===== src/verilog/exec_pkg.sv =====
// Behaviour
// (RULE1) opcode DF, 6 cycles: carry forced to one, other five flags kept
// (RULE2) opcode 31 immediate, 6 cycles: byte loaded into selector at FDh, flags kept
// (RULE3) selector high nibble picks sixteen-register group used as working registers 0-15
// (RULE4) selector low nibble picks expanded bank 0-F for working register accesses
// (RULE5) expanded bank with unimplemented working group resolves to bank zero
// (RULE6) nonzero bank keeps standard file reachable except addresses 00h-0Fh
// (RULE7) register operand with high nibble 1110b names working register from low nibble
// (RULE8) opcodes D0 register and D1 indirect, 6 cycles: shift right one place
// (RULE9) shift: old bit 0 into carry, bit 7 kept and copied to bit 6
// (RULE10) shift: zero and sign from result, overflow cleared, decimal and half kept
// (RULE11) opcode 6F stops system clock and oscillator, flags kept
// (RULE12) stopped state left only by reset, then execution restarts at 000Ch
// (RULE13) program places no-operation FF just before the stop opcode
// (RULE14) subtract opcodes 22,23 take 6 cycles; 24 to 27 take 10 cycles
// (RULE15) subtract adds two's complement of source to destination; source untouched
// (RULE16) subtract: carry cleared on carry out of bit 7, else set for borrow
// (RULE17) subtract: half cleared on carry out of bit 3, else set; decimal set
// (RULE18) subtract: overflow when signs differ and result sign equals source sign
// (RULE19) subtract: zero only for zero result, sign only for negative result
// (RULE20) write-back and flags take effect together at the last instruction cycle
package exec_pkg;

  localparam logic [7:0] OPC_SCF      = 8'hDF;
  localparam logic [7:0] OPC_SRP      = 8'h31;
  localparam logic [7:0] OPC_SRA_R    = 8'hD0;
  localparam logic [7:0] OPC_SRA_IR   = 8'hD1;
  localparam logic [7:0] OPC_STOP     = 8'h6F;
  localparam logic [7:0] OPC_SUB_RR   = 8'h22;
  localparam logic [7:0] OPC_SUB_RIR  = 8'h23;
  localparam logic [7:0] OPC_SUB_GG   = 8'h24;
  localparam logic [7:0] OPC_SUB_GIG  = 8'h25;
  localparam logic [7:0] OPC_SUB_GIM  = 8'h26;
  localparam logic [7:0] OPC_SUB_IGIM = 8'h27;

  localparam logic [3:0] CYC_SHORT = 4'h6;
  localparam logic [3:0] CYC_LONG  = 4'hA;
  localparam logic [3:0] CYC_ONE   = 4'h1;
  localparam logic [3:0] CNT_ZERO  = 4'h0;
  localparam logic [3:0] CNT_ONE   = 4'h1;

  localparam logic [7:0]  SELECT_ADDR    = 8'hFD;
  localparam logic [7:0]  SELECT_RESET   = 8'h00;
  localparam logic [15:0] RESTART_VECTOR = 16'h000C;
  localparam logic [3:0]  WORK_PREFIX    = 4'hE;
  localparam logic [3:0]  EXP_GROUP      = 4'h0;
  localparam logic [3:0]  BANK_STD       = 4'h0;
  localparam logic [3:0]  NIBBLE_ZERO    = 4'h0;
  localparam logic [7:0]  BYTE_ZERO      = 8'h00;

  localparam int unsigned FLAG_C = 0;
  localparam int unsigned FLAG_Z = 1;
  localparam int unsigned FLAG_S = 2;
  localparam int unsigned FLAG_V = 3;
  localparam int unsigned FLAG_D = 4;
  localparam int unsigned FLAG_H = 5;
  localparam logic [5:0]  FLAGS_RESET = 6'h00;

  localparam logic [2:0] STEP_SRC  = 3'h0;
  localparam logic [2:0] STEP_DST  = 3'h1;
  localparam logic [2:0] STEP_SPTR = 3'h2;
  localparam logic [2:0] STEP_DPTR = 3'h3;
  localparam logic [2:0] STEP_DVAL = 3'h4;
  localparam logic [2:0] STEP_DONE = 3'h5;
  localparam logic [2:0] STEP_INC  = 3'h1;

  typedef enum logic [1:0] {
    ALU_NONE = 2'h0,
    ALU_SCF  = 2'h1,
    ALU_SRA  = 2'h2,
    ALU_SUB  = 2'h3
  } alu_op_t;

  typedef enum logic [3:0] {
    ST_WAKE = 4'b0001,
    ST_IDLE = 4'b0010,
    ST_EXEC = 4'b0100,
    ST_STOP = 4'b1000
  } exec_state_t;

endpackage


===== src/verilog/exec_alu.sv =====
module exec_alu (
  // operation and operands
  input  wire exec_pkg::alu_op_t alu_op_in,
  input  wire logic [7:0]        dst_in,
  input  wire logic [7:0]        src_in,
  input  wire logic [5:0]        flags_in,
  // outcome
  output logic [7:0]             result_out,
  output logic [5:0]             flags_out,
  output logic                   write_dst_out
);

  logic [8:0] sum_full;
  logic [4:0] sum_low;

  // two's complement add keeps the source operand read-only
  assign sum_full = {1'b0, dst_in} + {1'b0, ~src_in} + 9'h001;   // [RULE15]
  assign sum_low  = {1'b0, dst_in[3:0]} + {1'b0, ~src_in[3:0]} + 5'h01;

  always_comb
  begin
    result_out    = dst_in;
    flags_out     = flags_in;
    write_dst_out = 1'b0;
    case (alu_op_in)
      exec_pkg::ALU_SCF:
      begin
        flags_out[exec_pkg::FLAG_C] = 1'b1;   // [RULE1]
      end
      exec_pkg::ALU_SRA:
      begin
        result_out                  = {dst_in[7], dst_in[7:1]};   // [RULE8] [RULE9]
        write_dst_out               = 1'b1;
        flags_out[exec_pkg::FLAG_C] = dst_in[0];   // [RULE9]
        flags_out[exec_pkg::FLAG_Z] = ({dst_in[7], dst_in[7:1]} == exec_pkg::BYTE_ZERO);   // [RULE10]
        flags_out[exec_pkg::FLAG_S] = dst_in[7];   // [RULE10]
        flags_out[exec_pkg::FLAG_V] = 1'b0;   // [RULE10]
      end
      exec_pkg::ALU_SUB:
      begin
        result_out                  = sum_full[7:0];
        write_dst_out               = 1'b1;
        flags_out[exec_pkg::FLAG_C] = ~sum_full[8];   // [RULE16]
        flags_out[exec_pkg::FLAG_H] = ~sum_low[4];   // [RULE17]
        flags_out[exec_pkg::FLAG_D] = 1'b1;   // [RULE17]
        flags_out[exec_pkg::FLAG_V] = (dst_in[7] ^ src_in[7]) & (sum_full[7] == src_in[7]);   // [RULE18]
        flags_out[exec_pkg::FLAG_Z] = (sum_full[7:0] == exec_pkg::BYTE_ZERO);   // [RULE19]
        flags_out[exec_pkg::FLAG_S] = sum_full[7];   // [RULE19]
      end
      default:
      begin
        result_out = dst_in;
      end
    endcase
  end

endmodule


===== src/verilog/exec_addr_map.sv =====
module exec_addr_map (
  // operand byte to resolve
  input  wire logic [7:0] raw_in,
  input  wire logic       work_in,
  input  wire logic       plain_in,
  input  wire logic [7:0] select_in,
  // resolved location
  output logic [7:0]      addr_out,
  output logic [3:0]      bank_out
);

  logic is_work;

  // pointer contents are full addresses and never take the working shortcut
  assign is_work  = ~plain_in & (work_in | (raw_in[7:4] == exec_pkg::WORK_PREFIX));   // [RULE7]
  assign addr_out = is_work ? {select_in[7:4], raw_in[3:0]} : raw_in;   // [RULE3]

  // only the lowest sixteen addresses live in expanded banks; any other
  // group, working or direct, falls back to the standard file
  assign bank_out = ((addr_out[7:4] == exec_pkg::EXP_GROUP) && (select_in[3:0] != exec_pkg::BANK_STD))
                    ? select_in[3:0] : exec_pkg::BANK_STD;   // [RULE4] [RULE5] [RULE6]

endmodule


===== src/verilog/cpu_carry_pointer_shift_sub_exec.sv =====
module cpu_carry_pointer_shift_sub_exec (
  // clock and reset
  input  wire logic        clk_in,
  input  wire logic        rst_b_in,
  // instruction stream
  input  wire logic        instr_valid_in,
  input  wire logic [7:0]  instr_opcode_in,
  input  wire logic [7:0]  instr_byte1_in,
  input  wire logic [7:0]  instr_byte2_in,
  output logic             instr_ready_out,
  output logic             instr_done_out,
  // register file read port, data expected in the same cycle as the address
  output logic [7:0]       rf_rd_addr_out,
  output logic [3:0]       rf_rd_bank_out,
  input  wire logic [7:0]  rf_rd_data_in,
  // register file write port
  output logic             rf_wr_en_out,
  output logic [7:0]       rf_wr_addr_out,
  output logic [3:0]       rf_wr_bank_out,
  output logic [7:0]       rf_wr_data_out,
  // processor state
  output logic [5:0]       flags_out,
  output logic [7:0]       select_out,
  // power and restart
  output logic             sclk_enable_out,
  output logic             osc_enable_out,
  output logic             restart_out,
  output logic [15:0]      restart_addr_out
);

  localparam logic [3:0] CNT_ONE_C = exec_pkg::CNT_ONE;

  exec_pkg::exec_state_t state_reg, state_next;
  logic [3:0]  cnt_reg, cnt_next;
  logic [2:0]  step_reg, step_next;
  logic        done_reg, done_next;

  exec_pkg::alu_op_t alu_op_reg, alu_op_next;
  logic        is_srp_reg, is_srp_next;
  logic        is_stop_reg, is_stop_next;
  logic [7:0]  src_raw_reg, src_raw_next;
  logic        src_work_reg, src_work_next;
  logic        src_ind_reg, src_ind_next;
  logic        src_imm_reg, src_imm_next;
  logic [7:0]  dst_raw_reg, dst_raw_next;
  logic        dst_work_reg, dst_work_next;
  logic        dst_ind_reg, dst_ind_next;

  logic [7:0]  rd_addr_reg, rd_addr_next;
  logic [3:0]  rd_bank_reg, rd_bank_next;
  logic        rd_sel_reg, rd_sel_next;
  logic [7:0]  tmp_src_reg, tmp_src_next;
  logic [7:0]  tmp_dst_reg, tmp_dst_next;
  logic [7:0]  src_val_reg, src_val_next;
  logic [7:0]  dst_val_reg, dst_val_next;
  logic [7:0]  dst_addr_reg, dst_addr_next;
  logic [3:0]  dst_bank_reg, dst_bank_next;
  logic        dst_sel_reg, dst_sel_next;

  logic [7:0]  select_reg, select_next;
  logic [5:0]  flags_reg, flags_next;
  logic        wr_en_reg, wr_en_next;
  logic [7:0]  wr_addr_reg, wr_addr_next;
  logic [3:0]  wr_bank_reg, wr_bank_next;
  logic [7:0]  wr_data_reg, wr_data_next;

  logic [7:0]  map_raw;
  logic        map_work;
  logic        map_plain;
  logic [7:0]  map_addr;
  logic [3:0]  map_bank;
  logic        map_is_sel;
  logic [7:0]  rd_value;
  logic [7:0]  alu_result;
  logic [5:0]  alu_flags;
  logic        alu_write;

  exec_addr_map u_map (
    .raw_in    (map_raw),
    .work_in   (map_work),
    .plain_in  (map_plain),
    .select_in (select_reg),
    .addr_out  (map_addr),
    .bank_out  (map_bank)
  );

  exec_alu u_alu (
    .alu_op_in     (alu_op_reg),
    .dst_in        (dst_val_reg),
    .src_in        (src_val_reg),
    .flags_in      (flags_reg),
    .result_out    (alu_result),
    .flags_out     (alu_flags),
    .write_dst_out (alu_write)
  );

  // the selector lives here, so reads of its address bypass the file
  assign rd_value   = rd_sel_reg ? select_reg : rf_rd_data_in;   // [RULE2]
  assign map_is_sel = (map_addr == exec_pkg::SELECT_ADDR) && (map_bank == exec_pkg::BANK_STD);

  always_comb
  begin
    map_raw   = src_raw_reg;
    map_work  = src_work_reg;
    map_plain = 1'b0;
    case (step_reg)
      exec_pkg::STEP_DST:
      begin
        map_raw  = dst_raw_reg;
        map_work = dst_work_reg;
      end
      exec_pkg::STEP_SPTR:
      begin
        map_raw   = tmp_src_reg;
        map_work  = 1'b0;
        map_plain = 1'b1;
      end
      exec_pkg::STEP_DPTR:
      begin
        map_raw   = tmp_dst_reg;
        map_work  = 1'b0;
        map_plain = 1'b1;
      end
      default:
      begin
        map_raw = src_raw_reg;
      end
    endcase
  end

  always_comb
  begin
    state_next    = state_reg;
    cnt_next      = cnt_reg;
    step_next     = step_reg;
    done_next     = 1'b0;
    alu_op_next   = alu_op_reg;
    is_srp_next   = is_srp_reg;
    is_stop_next  = is_stop_reg;
    src_raw_next  = src_raw_reg;
    src_work_next = src_work_reg;
    src_ind_next  = src_ind_reg;
    src_imm_next  = src_imm_reg;
    dst_raw_next  = dst_raw_reg;
    dst_work_next = dst_work_reg;
    dst_ind_next  = dst_ind_reg;
    rd_addr_next  = rd_addr_reg;
    rd_bank_next  = rd_bank_reg;
    rd_sel_next   = rd_sel_reg;
    tmp_src_next  = tmp_src_reg;
    tmp_dst_next  = tmp_dst_reg;
    src_val_next  = src_val_reg;
    dst_val_next  = dst_val_reg;
    dst_addr_next = dst_addr_reg;
    dst_bank_next = dst_bank_reg;
    dst_sel_next  = dst_sel_reg;
    select_next   = select_reg;
    flags_next    = flags_reg;
    wr_en_next    = 1'b0;
    wr_addr_next  = wr_addr_reg;
    wr_bank_next  = wr_bank_reg;
    wr_data_next  = wr_data_reg;
    case (state_reg)
      exec_pkg::ST_WAKE:
      begin
        state_next = exec_pkg::ST_IDLE;   // [RULE12]
      end
      exec_pkg::ST_IDLE:
      begin
        if (instr_valid_in)
        begin
          state_next    = exec_pkg::ST_EXEC;
          step_next     = exec_pkg::STEP_SRC;
          alu_op_next   = exec_pkg::ALU_NONE;
          is_srp_next   = 1'b0;
          is_stop_next  = 1'b0;
          src_raw_next  = instr_byte1_in;
          src_work_next = 1'b0;
          src_ind_next  = 1'b0;
          src_imm_next  = 1'b0;
          dst_raw_next  = instr_byte1_in;
          dst_work_next = 1'b0;
          dst_ind_next  = 1'b0;
          // unknown opcodes retire after one cycle with no effect
          cnt_next      = exec_pkg::CYC_ONE - CNT_ONE_C;
          case (instr_opcode_in)
            exec_pkg::OPC_SCF:
            begin
              alu_op_next = exec_pkg::ALU_SCF;
              cnt_next    = exec_pkg::CYC_SHORT - CNT_ONE_C;   // [RULE1]
            end
            exec_pkg::OPC_SRP:
            begin
              is_srp_next = 1'b1;
              cnt_next    = exec_pkg::CYC_SHORT - CNT_ONE_C;   // [RULE2]
            end
            exec_pkg::OPC_SRA_R, exec_pkg::OPC_SRA_IR:
            begin
              alu_op_next  = exec_pkg::ALU_SRA;
              dst_ind_next = (instr_opcode_in == exec_pkg::OPC_SRA_IR);   // [RULE8]
              cnt_next     = exec_pkg::CYC_SHORT - CNT_ONE_C;   // [RULE8]
            end
            exec_pkg::OPC_STOP:
            begin
              // a one-cycle stop relies on the preceding no-operation
              // having drained the fetch pipeline
              is_stop_next = 1'b1;   // [RULE13]
            end
            exec_pkg::OPC_SUB_RR, exec_pkg::OPC_SUB_RIR:
            begin
              alu_op_next   = exec_pkg::ALU_SUB;
              dst_raw_next  = {exec_pkg::NIBBLE_ZERO, instr_byte1_in[7:4]};
              dst_work_next = 1'b1;
              src_raw_next  = {exec_pkg::NIBBLE_ZERO, instr_byte1_in[3:0]};
              src_work_next = 1'b1;
              src_ind_next  = (instr_opcode_in == exec_pkg::OPC_SUB_RIR);
              cnt_next      = exec_pkg::CYC_SHORT - CNT_ONE_C;   // [RULE14]
            end
            exec_pkg::OPC_SUB_GG, exec_pkg::OPC_SUB_GIG:
            begin
              alu_op_next  = exec_pkg::ALU_SUB;
              dst_raw_next = instr_byte2_in;
              src_ind_next = (instr_opcode_in == exec_pkg::OPC_SUB_GIG);
              cnt_next     = exec_pkg::CYC_LONG - CNT_ONE_C;   // [RULE14]
            end
            exec_pkg::OPC_SUB_GIM, exec_pkg::OPC_SUB_IGIM:
            begin
              alu_op_next  = exec_pkg::ALU_SUB;
              src_raw_next = instr_byte2_in;
              src_imm_next = 1'b1;
              dst_ind_next = (instr_opcode_in == exec_pkg::OPC_SUB_IGIM);
              cnt_next     = exec_pkg::CYC_LONG - CNT_ONE_C;   // [RULE14]
            end
            default:
            begin
              alu_op_next = exec_pkg::ALU_NONE;
            end
          endcase
        end
      end
      exec_pkg::ST_EXEC:
      begin
        if (step_reg != exec_pkg::STEP_DONE)
        begin
          step_next = step_reg + exec_pkg::STEP_INC;
        end
        if (step_reg <= exec_pkg::STEP_DPTR)
        begin
          rd_addr_next = map_addr;
          rd_bank_next = map_bank;
          rd_sel_next  = map_is_sel;
        end
        case (step_reg)
          exec_pkg::STEP_SRC:
          begin
            rd_addr_next = map_addr;
          end
          exec_pkg::STEP_DST:
          begin
            tmp_src_next  = rd_value;
            dst_addr_next = map_addr;
            dst_bank_next = map_bank;
            dst_sel_next  = map_is_sel;
          end
          exec_pkg::STEP_SPTR:
          begin
            tmp_dst_next = rd_value;
          end
          exec_pkg::STEP_DPTR:
          begin
            // source is an immediate, the pointed byte, or the direct byte
            src_val_next = src_imm_reg ? src_raw_reg : (src_ind_reg ? rd_value : tmp_src_reg);
            if (dst_ind_reg)
            begin
              dst_addr_next = map_addr;
              dst_bank_next = map_bank;
              dst_sel_next  = map_is_sel;
            end
          end
          exec_pkg::STEP_DVAL:
          begin
            dst_val_next = dst_ind_reg ? rd_value : tmp_dst_reg;
          end
          default:
          begin
            step_next = exec_pkg::STEP_DONE;
          end
        endcase
        if (cnt_reg == exec_pkg::CNT_ZERO)
        begin
          done_next  = 1'b1;
          flags_next = alu_flags;   // [RULE20]
          state_next = is_stop_reg ? exec_pkg::ST_STOP : exec_pkg::ST_IDLE;   // [RULE11]
          if (is_srp_reg)
          begin
            select_next = src_raw_reg;   // [RULE2]
          end
          else if (alu_write && dst_sel_reg)
          begin
            select_next = alu_result;   // [RULE20]
          end
          else if (alu_write)
          begin
            wr_en_next   = 1'b1;   // [RULE20]
            wr_addr_next = dst_addr_reg;
            wr_bank_next = dst_bank_reg;
            wr_data_next = alu_result;
          end
        end
        else
        begin
          cnt_next = cnt_reg - CNT_ONE_C;
        end
      end
      exec_pkg::ST_STOP:
      begin
        state_next = exec_pkg::ST_STOP;   // [RULE12]
      end
      default:
      begin
        state_next = exec_pkg::ST_IDLE;
      end
    endcase
  end

  always_ff @(posedge clk_in or negedge rst_b_in)
  begin
    if (!rst_b_in)
    begin
      state_reg    <= exec_pkg::ST_WAKE;   // [RULE12]
      cnt_reg      <= exec_pkg::CNT_ZERO;
      step_reg     <= exec_pkg::STEP_SRC;
      done_reg     <= 1'b0;
      alu_op_reg   <= exec_pkg::ALU_NONE;
      is_srp_reg   <= 1'b0;
      is_stop_reg  <= 1'b0;
      src_raw_reg  <= exec_pkg::BYTE_ZERO;
      src_work_reg <= 1'b0;
      src_ind_reg  <= 1'b0;
      src_imm_reg  <= 1'b0;
      dst_raw_reg  <= exec_pkg::BYTE_ZERO;
      dst_work_reg <= 1'b0;
      dst_ind_reg  <= 1'b0;
      rd_addr_reg  <= exec_pkg::BYTE_ZERO;
      rd_bank_reg  <= exec_pkg::BANK_STD;
      rd_sel_reg   <= 1'b0;
      tmp_src_reg  <= exec_pkg::BYTE_ZERO;
      tmp_dst_reg  <= exec_pkg::BYTE_ZERO;
      src_val_reg  <= exec_pkg::BYTE_ZERO;
      dst_val_reg  <= exec_pkg::BYTE_ZERO;
      dst_addr_reg <= exec_pkg::BYTE_ZERO;
      dst_bank_reg <= exec_pkg::BANK_STD;
      dst_sel_reg  <= 1'b0;
      select_reg   <= exec_pkg::SELECT_RESET;
      flags_reg    <= exec_pkg::FLAGS_RESET;
      wr_en_reg    <= 1'b0;
      wr_addr_reg  <= exec_pkg::BYTE_ZERO;
      wr_bank_reg  <= exec_pkg::BANK_STD;
      wr_data_reg  <= exec_pkg::BYTE_ZERO;
    end
    else
    begin
      state_reg    <= state_next;
      cnt_reg      <= cnt_next;
      step_reg     <= step_next;
      done_reg     <= done_next;
      alu_op_reg   <= alu_op_next;
      is_srp_reg   <= is_srp_next;
      is_stop_reg  <= is_stop_next;
      src_raw_reg  <= src_raw_next;
      src_work_reg <= src_work_next;
      src_ind_reg  <= src_ind_next;
      src_imm_reg  <= src_imm_next;
      dst_raw_reg  <= dst_raw_next;
      dst_work_reg <= dst_work_next;
      dst_ind_reg  <= dst_ind_next;
      rd_addr_reg  <= rd_addr_next;
      rd_bank_reg  <= rd_bank_next;
      rd_sel_reg   <= rd_sel_next;
      tmp_src_reg  <= tmp_src_next;
      tmp_dst_reg  <= tmp_dst_next;
      src_val_reg  <= src_val_next;
      dst_val_reg  <= dst_val_next;
      dst_addr_reg <= dst_addr_next;
      dst_bank_reg <= dst_bank_next;
      dst_sel_reg  <= dst_sel_next;
      select_reg   <= select_next;
      flags_reg    <= flags_next;
      wr_en_reg    <= wr_en_next;
      wr_addr_reg  <= wr_addr_next;
      wr_bank_reg  <= wr_bank_next;
      wr_data_reg  <= wr_data_next;
    end
  end

  assign instr_ready_out  = (state_reg == exec_pkg::ST_IDLE);
  assign instr_done_out   = done_reg;
  assign rf_rd_addr_out   = rd_addr_reg;
  assign rf_rd_bank_out   = rd_bank_reg;
  assign rf_wr_en_out     = wr_en_reg;
  assign rf_wr_addr_out   = wr_addr_reg;
  assign rf_wr_bank_out   = wr_bank_reg;
  assign rf_wr_data_out   = wr_data_reg;
  assign flags_out        = flags_reg;
  assign select_out       = select_reg;
  // both gates drop together; only the asynchronous reset brings them back
  assign sclk_enable_out  = (state_reg != exec_pkg::ST_STOP);   // [RULE11]
  assign osc_enable_out   = (state_reg != exec_pkg::ST_STOP);   // [RULE11]
  assign restart_out      = (state_reg == exec_pkg::ST_WAKE);   // [RULE12]
  assign restart_addr_out = exec_pkg::RESTART_VECTOR;   // [RULE12]

endmodule


===== config.mk =====
export PLATFORM = sky130hd
export DESIGN_NAME = cpu_carry_pointer_shift_sub_exec
export DESIGN_NICKNAME = d
export VERILOG_FILES = /design/src/verilog/exec_pkg.sv /design/src/verilog/exec_alu.sv /design/src/verilog/exec_addr_map.sv /design/src/verilog/cpu_carry_pointer_shift_sub_exec.sv
export SDC_FILE = /design/constraint.sdc
export NUM_CORES = 1
export LEC_CHECK = 0
export BUFFER_PORTS_ARGS = -buffer_cell sky130_fd_sc_hd__buf_2
export CORE_ASPECT_RATIO = 0.9
export CORE_UTILIZATION = 32
export CTS_CLUSTER_SIZE = 8
export DETAILED_ROUTE_END_ITERATION = 10
export GPL_TIMING_DRIVEN = 0
export PLACE_DENSITY = 0.61
export SYNTH_ARGS = -nofsm -noshare
export SYNTH_HDL_FRONTEND = slang
export SYNTH_HIERARCHICAL = 1
export SYNTH_SLANG_ARGS = --single-unit

===== constraint.sdc =====
create_clock -name clk_in -period 6.85 [get_ports clk_in]
set_input_delay 0.3425 -clock clk_in [delete_from_list [all_inputs] [get_ports clk_in]]
set_output_delay 0.3425 -clock clk_in [all_outputs]
set_load 0.1 [all_outputs]

**Word level (Yosys, flattened, before mapping)**

Index checks and enable logic that the tools add are counted.

- Register bits after elaboration: 129
- Input port bits: 35
- Output and inout bits: 68
- Logic and storage cells: 174

- Add/subtract/negate cells: 6
- Magnitude comparators: 1
- Eq/ne operators: 32
- Mux-type cells: 51
- Bitwise logic cells: 11
- Reductions and logical operators: 42

Operator list:

| kind | number |
|---|---|
| $mux W8 | 10 |
| $pmux W8 S2 | 4 |
| $eq A8 B6 Y1 const B | 7 |
| $eq A8 B8 Y1 const B | 4 |
| $mux W4 | 7 |
| $pmux W4 S2 | 3 |
| $pmux W8 S3 | 1 |
| $reduce_and A3 Y1 | 7 |
| $logic_not A8 Y1 | 2 |
| $reduce_and A2 Y1 | 8 |
| $mux W1 | 15 |
| $logic_not A4 Y1 | 3 |
| $pmux W3 S2 | 2 |
| $pmux W4 S3 | 1 |
| $reduce_or A2 Y1 | 6 |
| $reduce_or A6 Y1 | 2 |
| $reduce_bool A2 Y1 | 5 |
| $add A8 B8 Y9 | 1 |
| $add A9 B1 Y9 const B | 1 |
| $mux W3 | 3 |
| $eq A4 B4 Y1 const B | 2 |
| $eq A8 B7 Y1 const B | 1 |
| $ne A2 B2 Y1 const B | 4 |
| $not A8 Y8 | 1 |
| 31 further kinds | 43 |

**Longest topological paths before layout**

Gate-level depths: netlist of run 1.

- Depth after elaboration: 13
- Depth in mapped cells: 14
- Gate-level depth less buffers: 12

**Cells and area by module**

The synthesis of run 1 kept the hierarchy.

By module, submodules not included:

| module | instances | cells each | area an instance (sq um) | sequential area each (sq um) |
|---|---|---|---|---|
| cpu_carry_pointer_shift_sub_exec | 1 | 601 | 6276.0 | 3229.3 |
| exec_alu | 1 | 100 | 659.4 | 0.0 |
| exec_addr_map | 1 | 27 | 192.7 | 0.0 |

**Worst setup path before layout of run 1**

Ideal clock, no wire load.

- Path kind: register to output
- Start: reg state_reg[0]
- End: out restart_out
- Arrival time: 3.642 ns
- Required time: 6.508 ns
- Path slack: 2.866 ns
- Stages on the path, launching flop included: 2
- Path through: dfstp_2 nor4b_1

- Word-level cells in the longest chain between the ends: 1

Ends and longest elaborated chain:

| what | line | text |
|---|---|---|
| from (decl) | cpu_carry_pointer_shift_sub_exec.sv:33 | `exec_pkg::exec_state_t state_reg, state_next;` |
| from (signal assigned) | cpu_carry_pointer_shift_sub_exec.sv:330 | `state_reg <= exec_pkg::ST_WAKE;` |
| from (signal assigned) | cpu_carry_pointer_shift_sub_exec.sv:363 | `state_reg <= state_next;` |
| $eq A4 B1 Y1 | cpu_carry_pointer_shift_sub_exec.sv:409 | `assign restart_out = (state_reg == exec_pkg::ST_WAKE);` |
| to (decl) | cpu_carry_pointer_shift_sub_exec.sv:27 | `output logic restart_out,` |

Every way passes these cells.

**Worst setup path in the final report of run 1**

- Start: reg step_reg[1]
- End: reg dst_sel_reg

- Word-level cells in the longest chain between the ends: 13

Ends and longest elaborated chain:

| what | line | text |
|---|---|---|
| from (decl) | cpu_carry_pointer_shift_sub_exec.sv:35 | `logic [2:0] step_reg, step_next;` |
| from (signal assigned) | cpu_carry_pointer_shift_sub_exec.sv:332 | `step_reg <= exec_pkg::STEP_SRC;` |
| from (signal assigned) | cpu_carry_pointer_shift_sub_exec.sv:365 | `step_reg <= step_next;` |
| $eq A3 B2 Y1 / $eq A3 B1 Y1 (equally long branches) | cpu_carry_pointer_shift_sub_exec.sv:106 | `case (step_reg)` |
| $pmux W8 S3 (*) | cpu_carry_pointer_shift_sub_exec.sv:106 |  |
| net map_raw[7] | cpu_carry_pointer_shift_sub_exec.sv:67 | `logic [7:0] map_raw;` |
| $eq A4 B4 Y1 (*) | exec_addr_map.sv:15 | `assign is_work = ~plain_in & (work_in \| (raw_in[7:4] == exec_pkg::WORK_PREFIX));` |
| $or A1 B1 Y1 (*) | exec_addr_map.sv:15 |  |
| $and A1 B1 Y1 (*) | exec_addr_map.sv:15 |  |
| $mux W8 (*) | exec_addr_map.sv:16 | `assign addr_out = is_work ? {select_in[7:4], raw_in[3:0]} : raw_in;` |
| net map_addr[6] | cpu_carry_pointer_shift_sub_exec.sv:70 | `logic [7:0] map_addr;` |
| $logic_not A4 Y1 | exec_addr_map.sv:20 | `assign bank_out = ((addr_out[7:4] == exec_pkg::EXP_GROUP) && (select_in[3:0] != exec_pkg::BANK_STD))` |
| $logic_and A1 B1 Y1 | exec_addr_map.sv:20 |  |
| $mux W4 | exec_addr_map.sv:21 | `? select_in[3:0] : exec_pkg::BANK_STD;` |
| $logic_not A4 Y1 | cpu_carry_pointer_shift_sub_exec.sv:99 | `assign map_is_sel = (map_addr == exec_pkg::SELECT_ADDR) && (map_bank == exec_pkg::BANK_STD);` |
| $logic_and A1 B1 Y1 (*) | cpu_carry_pointer_shift_sub_exec.sv:99 |  |
| $mux W1 | cpu_carry_pointer_shift_sub_exec.sv:273 | `if (dst_ind_reg)` |
| $pmux W1 S2 (*) | cpu_carry_pointer_shift_sub_exec.sv:253 | `case (step_reg)` |
| to (signal assigned) | cpu_carry_pointer_shift_sub_exec.sv:386 | `dst_sel_reg <= dst_sel_next;` |
| to (decl) | cpu_carry_pointer_shift_sub_exec.sv:58 | `logic dst_sel_reg, dst_sel_next;` |

The timed path passes the listed nets; every way through them passes the cells marked *. The select of a mux whose other input is x is not followed.
A chain may end at the register's enable or synchronous reset.

==> results of run 1 <==
[kinds of logic after synthesis]
family,count (synthesis),synth area share
fa+ha+maj,17,0.0309
xor+xnor,7,0.00965
compound gates,172,0.155
buf+inv,96,0.0688
simple gates,222,0.155
flops,129,0.453
mux,83,0.127
other cells,2,0.00105
[placed cells by master (no fill, tap or decap), types with 4 or more instances in the layout]
cell        Yosys  final
a211oi_1        8      8
a21oi_1        62     62
a221o_1         5      5
a221oi_1        5      5
a222oi_1        8      8
a31oi_1         6      6
a41oi_1         4      4
and3_1          6      6
buf_2          11     95
buf_4          22     22
buf_6           4      5
clkbuf_1       19     20
clkbuf_16       0     17
clkinv_4        0      4
clkinvlp_4      0      5
conb_1          2     17
dfrtp_1       128    128
ha_1           16     16
inv_1          34     34
mux2_2         55     55
mux2i_1        26     26
nand2_1        57     57
nand2b_1        7      7
nand3_1        14     14
nand4_1         5      5
nand4b_1        4      4
nor2_1         81     81
nor3_1         10     10
o21ai_0        45     45
o21ai_1         6      6
o41ai_2         4      4
or3_1           4      4
xnor2_1         4      4
[power groups by stage]
stage	clock, uW	combinational [uW]	sequential (uW)
CTS	891	964	970
global route	923	1030	987
finish	879	965	974
detailed placement	0	959	984
global placement	0	950	980
floorplan	0	443	1270
[area by class of cell]
cell class,count,area [um2],share of cell area
Multi-Input combinational cell,518,3460,0.403
Sequential cell,129,3230,0.376
Timing Repair Buffer,87,469,0.0546
Clock buffer,19,443,0.0516
Tap cell,291,364,0.0424
Buffer,61,358,0.0416
Inverter,35,133,0.0154
Clock inverter,13,131,0.0153
[per-stage QoR]
step | cells | hold WS, ns | util | total power, uW | instance area (um2)
5_1_grt | 1153 | 0.183 | 0.395 | 2940 | 8590
2_1_floorplan | 743 | 0.0469 | - | 1710 | 7180
6_report | 1153 | 0.187 | 0.395 | 2820 | 8590
4_1_cts | 1153 | 0.173 | 0.395 | 2820 | 8590
3_3_place_gp | 1119 | 0.466 | 0.366 | 1930 | 7970
3_5_place_dp | 1120 | 0.372 | 0.368 | 1940 | 8010
[layer usage]
layer | share of wire | GRT usage
met5 | 0 | 0
met4 | 0.016 | 0.0638
met3 | 0.070 | 0.0436
met2 | 0.41 | 0.245
met1 | 0.50 | 0.262
[worst paths after layout]
check                      slack, ns         startpoint         endpoint  cells past startpoint
max                             2.65        step_reg[1]      dst_sel_reg                     14
min                             0.19  instr_byte2_in[4]   dst_raw_reg[4]                      2
max reg2reg                     2.65        step_reg[1]      dst_sel_reg                     14
min reg2reg                     0.48     src_val_reg[5]   src_val_reg[5]                      2
max in group asynchronous       5.62           rst_b_in     state_reg[0]                      3
min in group asynchronous       0.48           rst_b_in  dst_bank_reg[2]                      2
[what timing repair did]
item	4_1_cts	5_1_grt
resized for setup	0	0
hold buffers	1	0
endpoints found under the hold margin	60	0
[critical path: stages, from the launching register on]
cell,delay [ns]
dfrtp_1,0.44
inv_1,0.10
ha_1,0.22
nor2b_1,0.22
clkbuf_1,0.41
or3_1,0.17
clkbuf_1,0.37
nor2_1,0.07
a21oi_1,0.26
nand4b_1,0.17
a21oi_1,0.33
mux2_2,0.26
or4b_2,0.60
nor3_1,0.30
mux2_2,0.22
==> results.py, run 1 <==
metrics = {
    "yosys": {
        "synth_area_mm2": 0.00713,
        "yosys_warnings": 6,
        "synth_top_area_cell": "dfrtp_1",
        "synth.most_common_cell": "dfrtp_1",
        "synth_commonest_cells": "dfrtp_1 (128), nor2_1 (81), a21oi_1 (62)",
        "ys_seq_area_frac": 0.453,
        "synthCells": 728,
        "synth_edf_count": 0,
        "synth_cell_type_count": 75,
        "avgSynthCellArea_um2": 9.79,
        "yosys_register_bits": 129,
        "synth_top_area_share": 0.449,
        "ys_async_sr_fraction": 1.00,
        "ys.flop_type": "dfrtp_1",
        "yosys-top-cells-area": "dfrtp_1 (45%), mux2_2 (8.7%), a21oi_1 (4.4%)",
    },
    "power": {
        "power_leakage_uw": 0.00412,
        "combPwrFrac": 0.343,
        "p_clk_frac": 0.312,
        "p_sw_frac": 0.413,
        "power_density_mw_per_mm2": 328,
        "internal_power_uw": 1650,
        "switchingPower_uw": 1160,
        "peakVddDrop_mv": 0.165,
        "p_seq_frac": 0.346,
    },
    "timing": {
        "period_share": 0.613,
        "clock_skew_ns": 0.0105,
        "setup_viol": 0,
        "rsz0062_at_grt": "false",
        "tns_ns": 0,
        "fmax_mhz": 238,
        "finalHoldViolCount": 0,
        "slew-limit-headroom": 0.453,
        "worst_slack_ns": 2.65,
        "worst_pin_slew_ns": 0.819,
        "slew_violations": 0,
        "post-route-min-period_ns": 4.20,
    },
    "grt": {
        "grt.total_usage": 0.177,
        "first_global_vias": 5539,
        "grt_max_degree": 70,
        "grt-ovfl-total": 0,
        "antenna_found_initial": 0,
        "grt_pass1_wl_mm": 31.0,
    },
    "placement": {
        "post-place-ws_ns": 2.83,
        "hpwl_mm": 14.8,
        "place_congestion": 0.920,
        "port_buffers": 85,
    },
    "layout": {
        "fill_cells": 2160,
        "fin_nets": 901,
        "drive_gt1_frac": 0.275,
        "antenna_cells": 0,
        "area_growth_pct": 20.5,
    },
    "clock_tree": {
        "post-cts-setup-buffers": 0,
        "clk_latency_ns": 0.43,
        "root_buffer": "clkbuf_16",
        "cts_num_sinks": 129,
        "cts_tree": "done",
        "cts.reportedPaths.clkPinSlew_ns": 0.06,
        "clock_path_buffers": 2,
        "numCtsBuffers": 17,
        "htreeDepth": 4,
    },
    "hold_path": {
        "hp-class": "in2reg",
    },
    "critical_path": {
        "critPathRequiredTime_ns": 7.22,
        "arrival_ns": 4.56,
        "start_kind": "register",
        "cp_max_fo": 10,
        "end_kind": "register",
        "worstSetupPathType": "reg2reg",
    },
    "floorplan": {
        "die_area_mm2": 0.0229,
        "start_util": 0.328,
        "die_y_um": 144,
        "ioPinCount": 103,
        "coreArea_mm2": 0.0218,
        "die_x_um": 159,
        "rows": 51,
    },
    "detailed_routing": {
        "viasPerCell": 5.16,
        "route.vias.total": 5950,
        "drtPass1Iterations": 4,
        "routed_wl_mm": 19.7,
        "drcViolationCount": 0,
        "drt_iter0_markers": 490,
        "ant_nets": 0,
        "wl_per_cell_um": 17.1,
    },
    "status": {
        "outcome": "finished clean",
    },
    "flow_run": {
        "drv_cap": 0,
    },
}
No activity file was read; power rests on OpenSTA's default activity.
==> inputs of run 2 (changes only) <==
- ABC_AREA: unset -> 1
- PLACE_DENSITY: 0.61 -> 0.62
- clock period: 6.85 -> 3.5 ns (I/O delays scaled with it)
==> run 2 against run 1 <==
Clock skew up 0.0018 ns. Wire length up 4.4%. Via count up 12%. Final cell count up 22%. Worst hold slack worse by 0.17 ns. Total power up 87%. Utilization up 0.64 points. Critical path type unchanged.
==> results.py, run 2 <==
metrics = {
    "detailed_routing": {
        "routed.top_layer": "met4",
        "dr_wl_met2_mm": 9.01,
        "drcViolationCount": 0,
        "wl_per_cell_um": 14.6,
        "routed_wl_mm": 20.5,
        "ant_nets": 0,
        "route.met3.wl_mm": 1.23,
        "viasPerCell": 4.75,
        "wl_met1_mm": 10.1,
        "drtPass1Iterations": 5,
        "route.vias.total": 6677,
        "drt_iter0_markers": 438,
    },
    "power": {
        "p_total_uw": 5280,
        "peakVddDrop_mv": 0.266,
        "power_leakage_uw": 0.00467,
        "power_density_mw_per_mm2": 578,
    },
    "critical_path": {
        "end_kind": "register",
        "crit_top_cell": "nand2_1",
        "critPathRequiredTime_ns": 3.80,
        "crit_start": "step_reg[0]",
        "critPathSlowestCell": "dfrtp_1",
        "cpPeakStageDelay_ns": 0.44,
        "r2r_start": "step_reg[0]",
        "worstSetupPathType": "reg2reg",
        "crit_path_cell_trace": "ha_1 > ha_1 > inv_1 > buf_4 > nand3_2 > inv_2 > nand2_1 > nand2_1 > nand2_1 > inv_1 > nand2_2 > nand2_4 > nand2_4 > nand2_1 > nand2_1 > nor2_2 > nand2_2 > nor2_1 > inv_1 > nand4_1 > nor3_1 > mux2_2",
        "arrival_ns": 3.52,
        "start_kind": "register",
        "cp_max_fo": 10,
    },
    "timing": {
        "period_share": 0.919,
        "setup_viol": 0,
        "rsz0062_at_grt": "false",
        "slew-limit-headroom": 0.544,
        "worst_slack_ns": 0.282,
        "clock_skew_ns": 0.0123,
        "slew_violations": 0,
        "worst_pin_slew_ns": 0.677,
        "tns_ns": 0,
        "finalHoldViolCount": 0,
        "fmax_mhz": 311,
        "post-route-min-period_ns": 3.22,
    },
    "yosys": {
        "yosys_register_bits": 129,
        "synthCells": 966,
        "synth_cell_type_count": 50,
        "synth_commonest_cells": "nand2_1 (267), inv_1 (137), dfrtp_1 (128)",
        "synth_top_area_cell": "dfrtp_1",
        "ys.flop_type": "dfrtp_1",
        "ys_async_sr_fraction": 1.00,
        "yosys-top-cells-area": "dfrtp_1 (43%), nand2_1 (13%), inv_1 (6.8%)",
        "ys_seq_area_frac": 0.429,
        "synth_top_area_share": 0.425,
        "yosys_warnings": 6,
        "avgSynthCellArea_um2": 7.80,
        "synth_edf_count": 0,
        "synth.most_common_cell": "nand2_1",
        "synth_area_mm2": 0.00753,
    },
    "hold_path": {
        "hp-class": "in2reg",
        "hold_start": "instr_byte2_in[6]",
    },
    "grt": {
        "antenna_found_initial": 0,
        "first_global_vias": 6177,
        "grt_pass1_wl_mm": 32.9,
        "grt-ovfl-total": 0,
        "grt.total_usage": 0.175,
        "grt_max_degree": 81,
    },
    "layout": {
        "area_growth_pct": 21.3,
        "antenna_cells": 0,
        "seqCellArea_mm2": 0.00323,
        "drive_gt1_frac": 0.218,
        "layout_common_cells": "nand2_1 (267), inv_1 (136), dfrtp_1 (128), buf_2 (97), o21ai_0 (61)",
        "fill_cells": 2340,
        "multi_input_area_mm2": 0.00345,
        "fin_nets": 1147,
        "final_common_cell": "nand2_1",
    },
    "floorplan": {
        "die_y_um": 148,
        "die_area_mm2": 0.0242,
        "ioPinCount": 103,
        "start_util": 0.331,
        "coreArea_mm2": 0.0228,
        "rows": 52,
        "die_x_um": 164,
    },
    "clock_tree": {
        "post-cts-setup-buffers": 0,
        "cts_tree": "done",
        "numCtsBuffers": 17,
        "clk_latency_ns": 0.42,
        "root_buffer": "clkbuf_16",
        "cts_num_sinks": 129,
        "cts.reportedPaths.clkPinSlew_ns": 0.06,
        "clock_path_buffers": 2,
        "htreeDepth": 4,
    },
    "placement": {
        "hpwl_mm": 15.9,
        "place_congestion": 0.905,
        "post-place-ws_ns": 0.184,
        "port_buffers": 85,
    },
    "flow_run": {
        "drv_cap": 0,
    },
    "status": {
        "outcome": "finished clean",
    },
}
-- run 2: cell count changes after synthesis, moves of 13 or more --
cell      delta
nand3_1     +21
inv_1      +103
o21ai_0     +18
a21oi_1     -32
nand4_1     +13
mux2i_1     -26
o21ai_1     +24
clkbuf_1    -14
nand2_1    +210
o211ai_1    +17
nor2_1      -29
mux2_2      -54
-- run 2: metal layers --
metal,up-vias,GRT usage
met2,174,0.261
met3,15,0.0348
met5,-,0
li1,3318,-
met4,0,0.0412
met1,3170,0.259
-- run 2: cell families after synthesis --
group,after synthesis,share of synthesized area
AO/OA/AOI/OAI,189,0.154
XOR/XNOR,2,0.00233
adder cells (fa/ha/maj),17,0.0292
buffers and inverters,198,0.123
flip-flops,129,0.429
multiplexers,1,0.00149
other,2,0.000997
AND/OR/NAND/NOR,428,0.261
-- run 2: timing repair --
item | CTS | global route
endpoints found under the hold margin | 57 | 0
resized for setup | 0 | 7
setup endpoints to repair | 0 | 2
hold buffers | 9 | 0
-- run 2: critical path, delay by kind of cell (launching register included) --
family,cells,cell delay [ns]
fa+ha+maj,2,0.47
buf+inv,5,0.57
flops,1,0.44
mux,1,0.26
simple gates,14,1.36
-- run 2: through the flow --
step / cell area (um2) / hold slack, ns / std cells / utilization
6_report: 9140 / 0.0199 / 1405 / 0.401
5_1_grt: 9140 / 0.0296 / 1405 / 0.401
4_1_cts: 9130 / 0.0162 / 1405 / 0.401
3_5_place_dp: 8430 / 0.159 / 1364 / 0.370
3_3_place_gp: 8390 / 0.404 / 1363 / 0.369
2_1_floorplan: 7600 / -0.121 / 981 / -
-- run 2: layout make-up --
| cell class | count | area share |
|---|---|---|
| multi-input cells | 654 | 0.378 |
| flip-flops and latches | 129 | 0.353 |
| inverters | 145 | 0.0602 |
| repair buffers | 95 | 0.0601 |
| clock buffers | 18 | 0.0470 |
| plain buffers | 53 | 0.0412 |
| well taps | 297 | 0.0407 |
| clock inverters | 14 | 0.0197 |
-- run 2: where the power goes --
| group | switching, uW | total [uW] | leakage, uW | internal (uW) |
|---|---|---|---|---|
| logic | 1190 | 1580 | 0.00275 | 392 |
| registers | 178 | 1860 | 0.00163 | 1680 |
| clock network | 708 | 1840 | 0.000291 | 1130 |
-- run 2: path summary, 6_finish.rpt --
check                                          to  slack, ns  cells after the start
worst max-delay path                   rd_sel_reg       0.28                     22
worst min-delay path               src_raw_reg[6]       0.02                      3
worst max register to register         rd_sel_reg       0.28                     22
worst min register to register  rf_wr_data_out[3]       0.48                      2
max in group asynchronous            state_reg[0]       2.43                      3
min in group asynchronous       rf_wr_bank_out[3]       0.27                      2
==> inputs of run 3 (changes only) <==
- ABC_AREA: 1 -> unset
==> run 3 against run 2 <==
Global-route usage is 0.19 points higher. Sequential power is 3% higher. Critical path type unchanged. Total power increased by 7.7%. Largest power group is now combinational logic. Combinational power is 22% higher.
==> results.py, run 3 (same netlist as run 1, synthesis figures left out) <==
metrics = {
    "status": {
        "outcome": "finished clean",
    },
    "power": {
        "p_total_uw": 5680,
        "power_density_mw_per_mm2": 652,
        "peakVddDrop_mv": 0.402,
        "power_leakage_uw": 0.00417,
    },
    "critical_path": {
        "r2r_start": "step_reg[0]",
        "critPathRequiredTime_ns": 3.87,
        "end_kind": "register",
        "reg2reg_to": "rd_sel_reg",
        "start_kind": "register",
        "rr_worst_depth": 11,
        "worstSetupPathType": "reg2reg",
        "regToRegSetupSlack_ns": 0.18,
        "arrival_ns": 3.69,
        "cp_max_fo": 10,
    },
    "floorplan": {
        "die_x_um": 159,
        "ioPinCount": 103,
        "coreArea_mm2": 0.0218,
        "die_y_um": 144,
        "start_util": 0.328,
        "die_area_mm2": 0.0229,
        "rows": 51,
    },
    "flow_run": {
        "drv_cap": 0,
    },
    "layout": {
        "layout_common_cells": "dfrtp_1 (125), buf_2 (95), nor2_1 (81), a21oi_1 (59), nand2_1 (57)",
        "fill_cells": 2151,
        "area_growth_pct": 22.3,
        "final_common_cell": "dfrtp_1",
        "antenna_cells": 0,
        "drive_gt1_frac": 0.300,
        "fin_util": 0.401,
        "fin_nets": 900,
    },
    "placement": {
        "hpwl_mm": 14.7,
        "place_congestion": 0.927,
        "port_buffers": 85,
        "post-place-ws_ns": -0.486,
    },
    "grt": {
        "grt_max_degree": 98,
        "grt.total_usage": 0.177,
        "grt_pass1_wl_mm": 31.2,
        "antenna_found_initial": 0,
        "grt-ovfl-total": 0,
        "first_global_vias": 5562,
    },
    "detailed_routing": {
        "drtPass1Iterations": 5,
        "route.vias.total": 5941,
        "drcViolationCount": 0,
        "ant_nets": 0,
        "drt_iter0_markers": 503,
        "wl_per_cell_um": 17.0,
        "viasPerCell": 5.16,
        "routed_wl_mm": 19.6,
    },
    "clock_tree": {
        "root_buffer": "clkbuf_16",
        "clock_path_buffers": 2,
        "numCtsBuffers": 17,
        "clk_latency_ns": 0.43,
        "cts_tree": "done",
        "cts_num_sinks": 129,
        "htreeDepth": 4,
        "cts.reportedPaths.clkPinSlew_ns": 0.06,
    },
    "hold_path": {
        "hp-class": "in2reg",
        "min_path_cells": 2,
        "hold_start": "instr_byte2_in[4]",
        "hold_end": "dst_raw_reg[4]",
    },
    "timing": {
        "post-route-min-period_ns": 3.32,
        "period_share": 0.949,
        "worst_slack_ns": 0.177,
        "worst_pin_slew_ns": 0.774,
        "slew_violations": 0,
        "slew-limit-headroom": 0.484,
        "fmax_mhz": 301,
        "clock_skew_ns": 0.00897,
        "finalHoldViolCount": 0,
        "rsz0062_at_grt": "false",
        "setup_viol": 0,
    },
}
## run 3: power breakdown
group	total, uW	internal, uW	switching (uW)
combinational	1930	549	1380
sequential	1910	1700	209
clock	1850	1130	719
## run 3: worst max-delay path, cell delays in order (launching register included)
cell and delay [ns]:
dfrtp_2 0.45, ha_1 0.23, ha_2 0.23, buf_4 0.19
a222oi_1 0.41, a21oi_2 0.15, nand4b_1 0.24, a21oi_2 0.18
mux2_2 0.22, or4b_2 0.61, nor3_2 0.18, mux2_2 0.18
## run 3: layout make-up
cell class | instances | area [um2] | area share
plain buffers | 58 | 352 | 0.0403
flip-flops and latches | 129 | 3230 | 0.371
inverters | 35 | 133 | 0.0152
repair buffers | 89 | 487 | 0.0558
clock buffers | 17 | 425 | 0.0488
well taps | 291 | 364 | 0.0418
multi-input cells | 518 | 3540 | 0.406
clock inverters | 15 | 184 | 0.0211
## run 3: what timing repair did
action	in CTS	in global routing
hold endpoints to repair	33	0
hold buffers	2	0
gates resized for setup	13	12
buffers inserted	1	0
pin swaps	1	1
endpoints found under the setup margin	4	2
## run 3: through the flow
step | setup TNS (ns) | std cells | area, um2 | hold slack, ns
after floorplan | 0 | 743 | 7190 | -0.121
after global placement | -0.978 | 1119 | 7980 | 0.450
after detailed placement | -0.972 | 1120 | 8010 | 0.0883
after CTS | 0 | 1154 | 8710 | 0.0106
after global routing | 0 | 1152 | 8720 | 0.0175
final | 0 | 1152 | 8720 | 0.0272
## run 3: worst max-delay path by stage
stage	end	start
global route	rd_sel_reg	step_reg[0]
floorplan	dst_sel_reg	step_reg[1]
global placement	dst_sel_reg	step_reg[1]
CTS	dst_sel_reg	step_reg[0]
detailed placement	dst_sel_reg	step_reg[1]
finish	rd_sel_reg	step_reg[0]
## run 3: routing by layer
layer | GRT usage | wire [um] | vias up
li1 | - | - | 2805
met1 | 0.266 | 9870 | 2884
met2 | 0.246 | 8120 | 225
met3 | 0.0421 | 1340 | 27
met4 | 0.0587 | 310 | 0
met5 | 0 | 0 | -
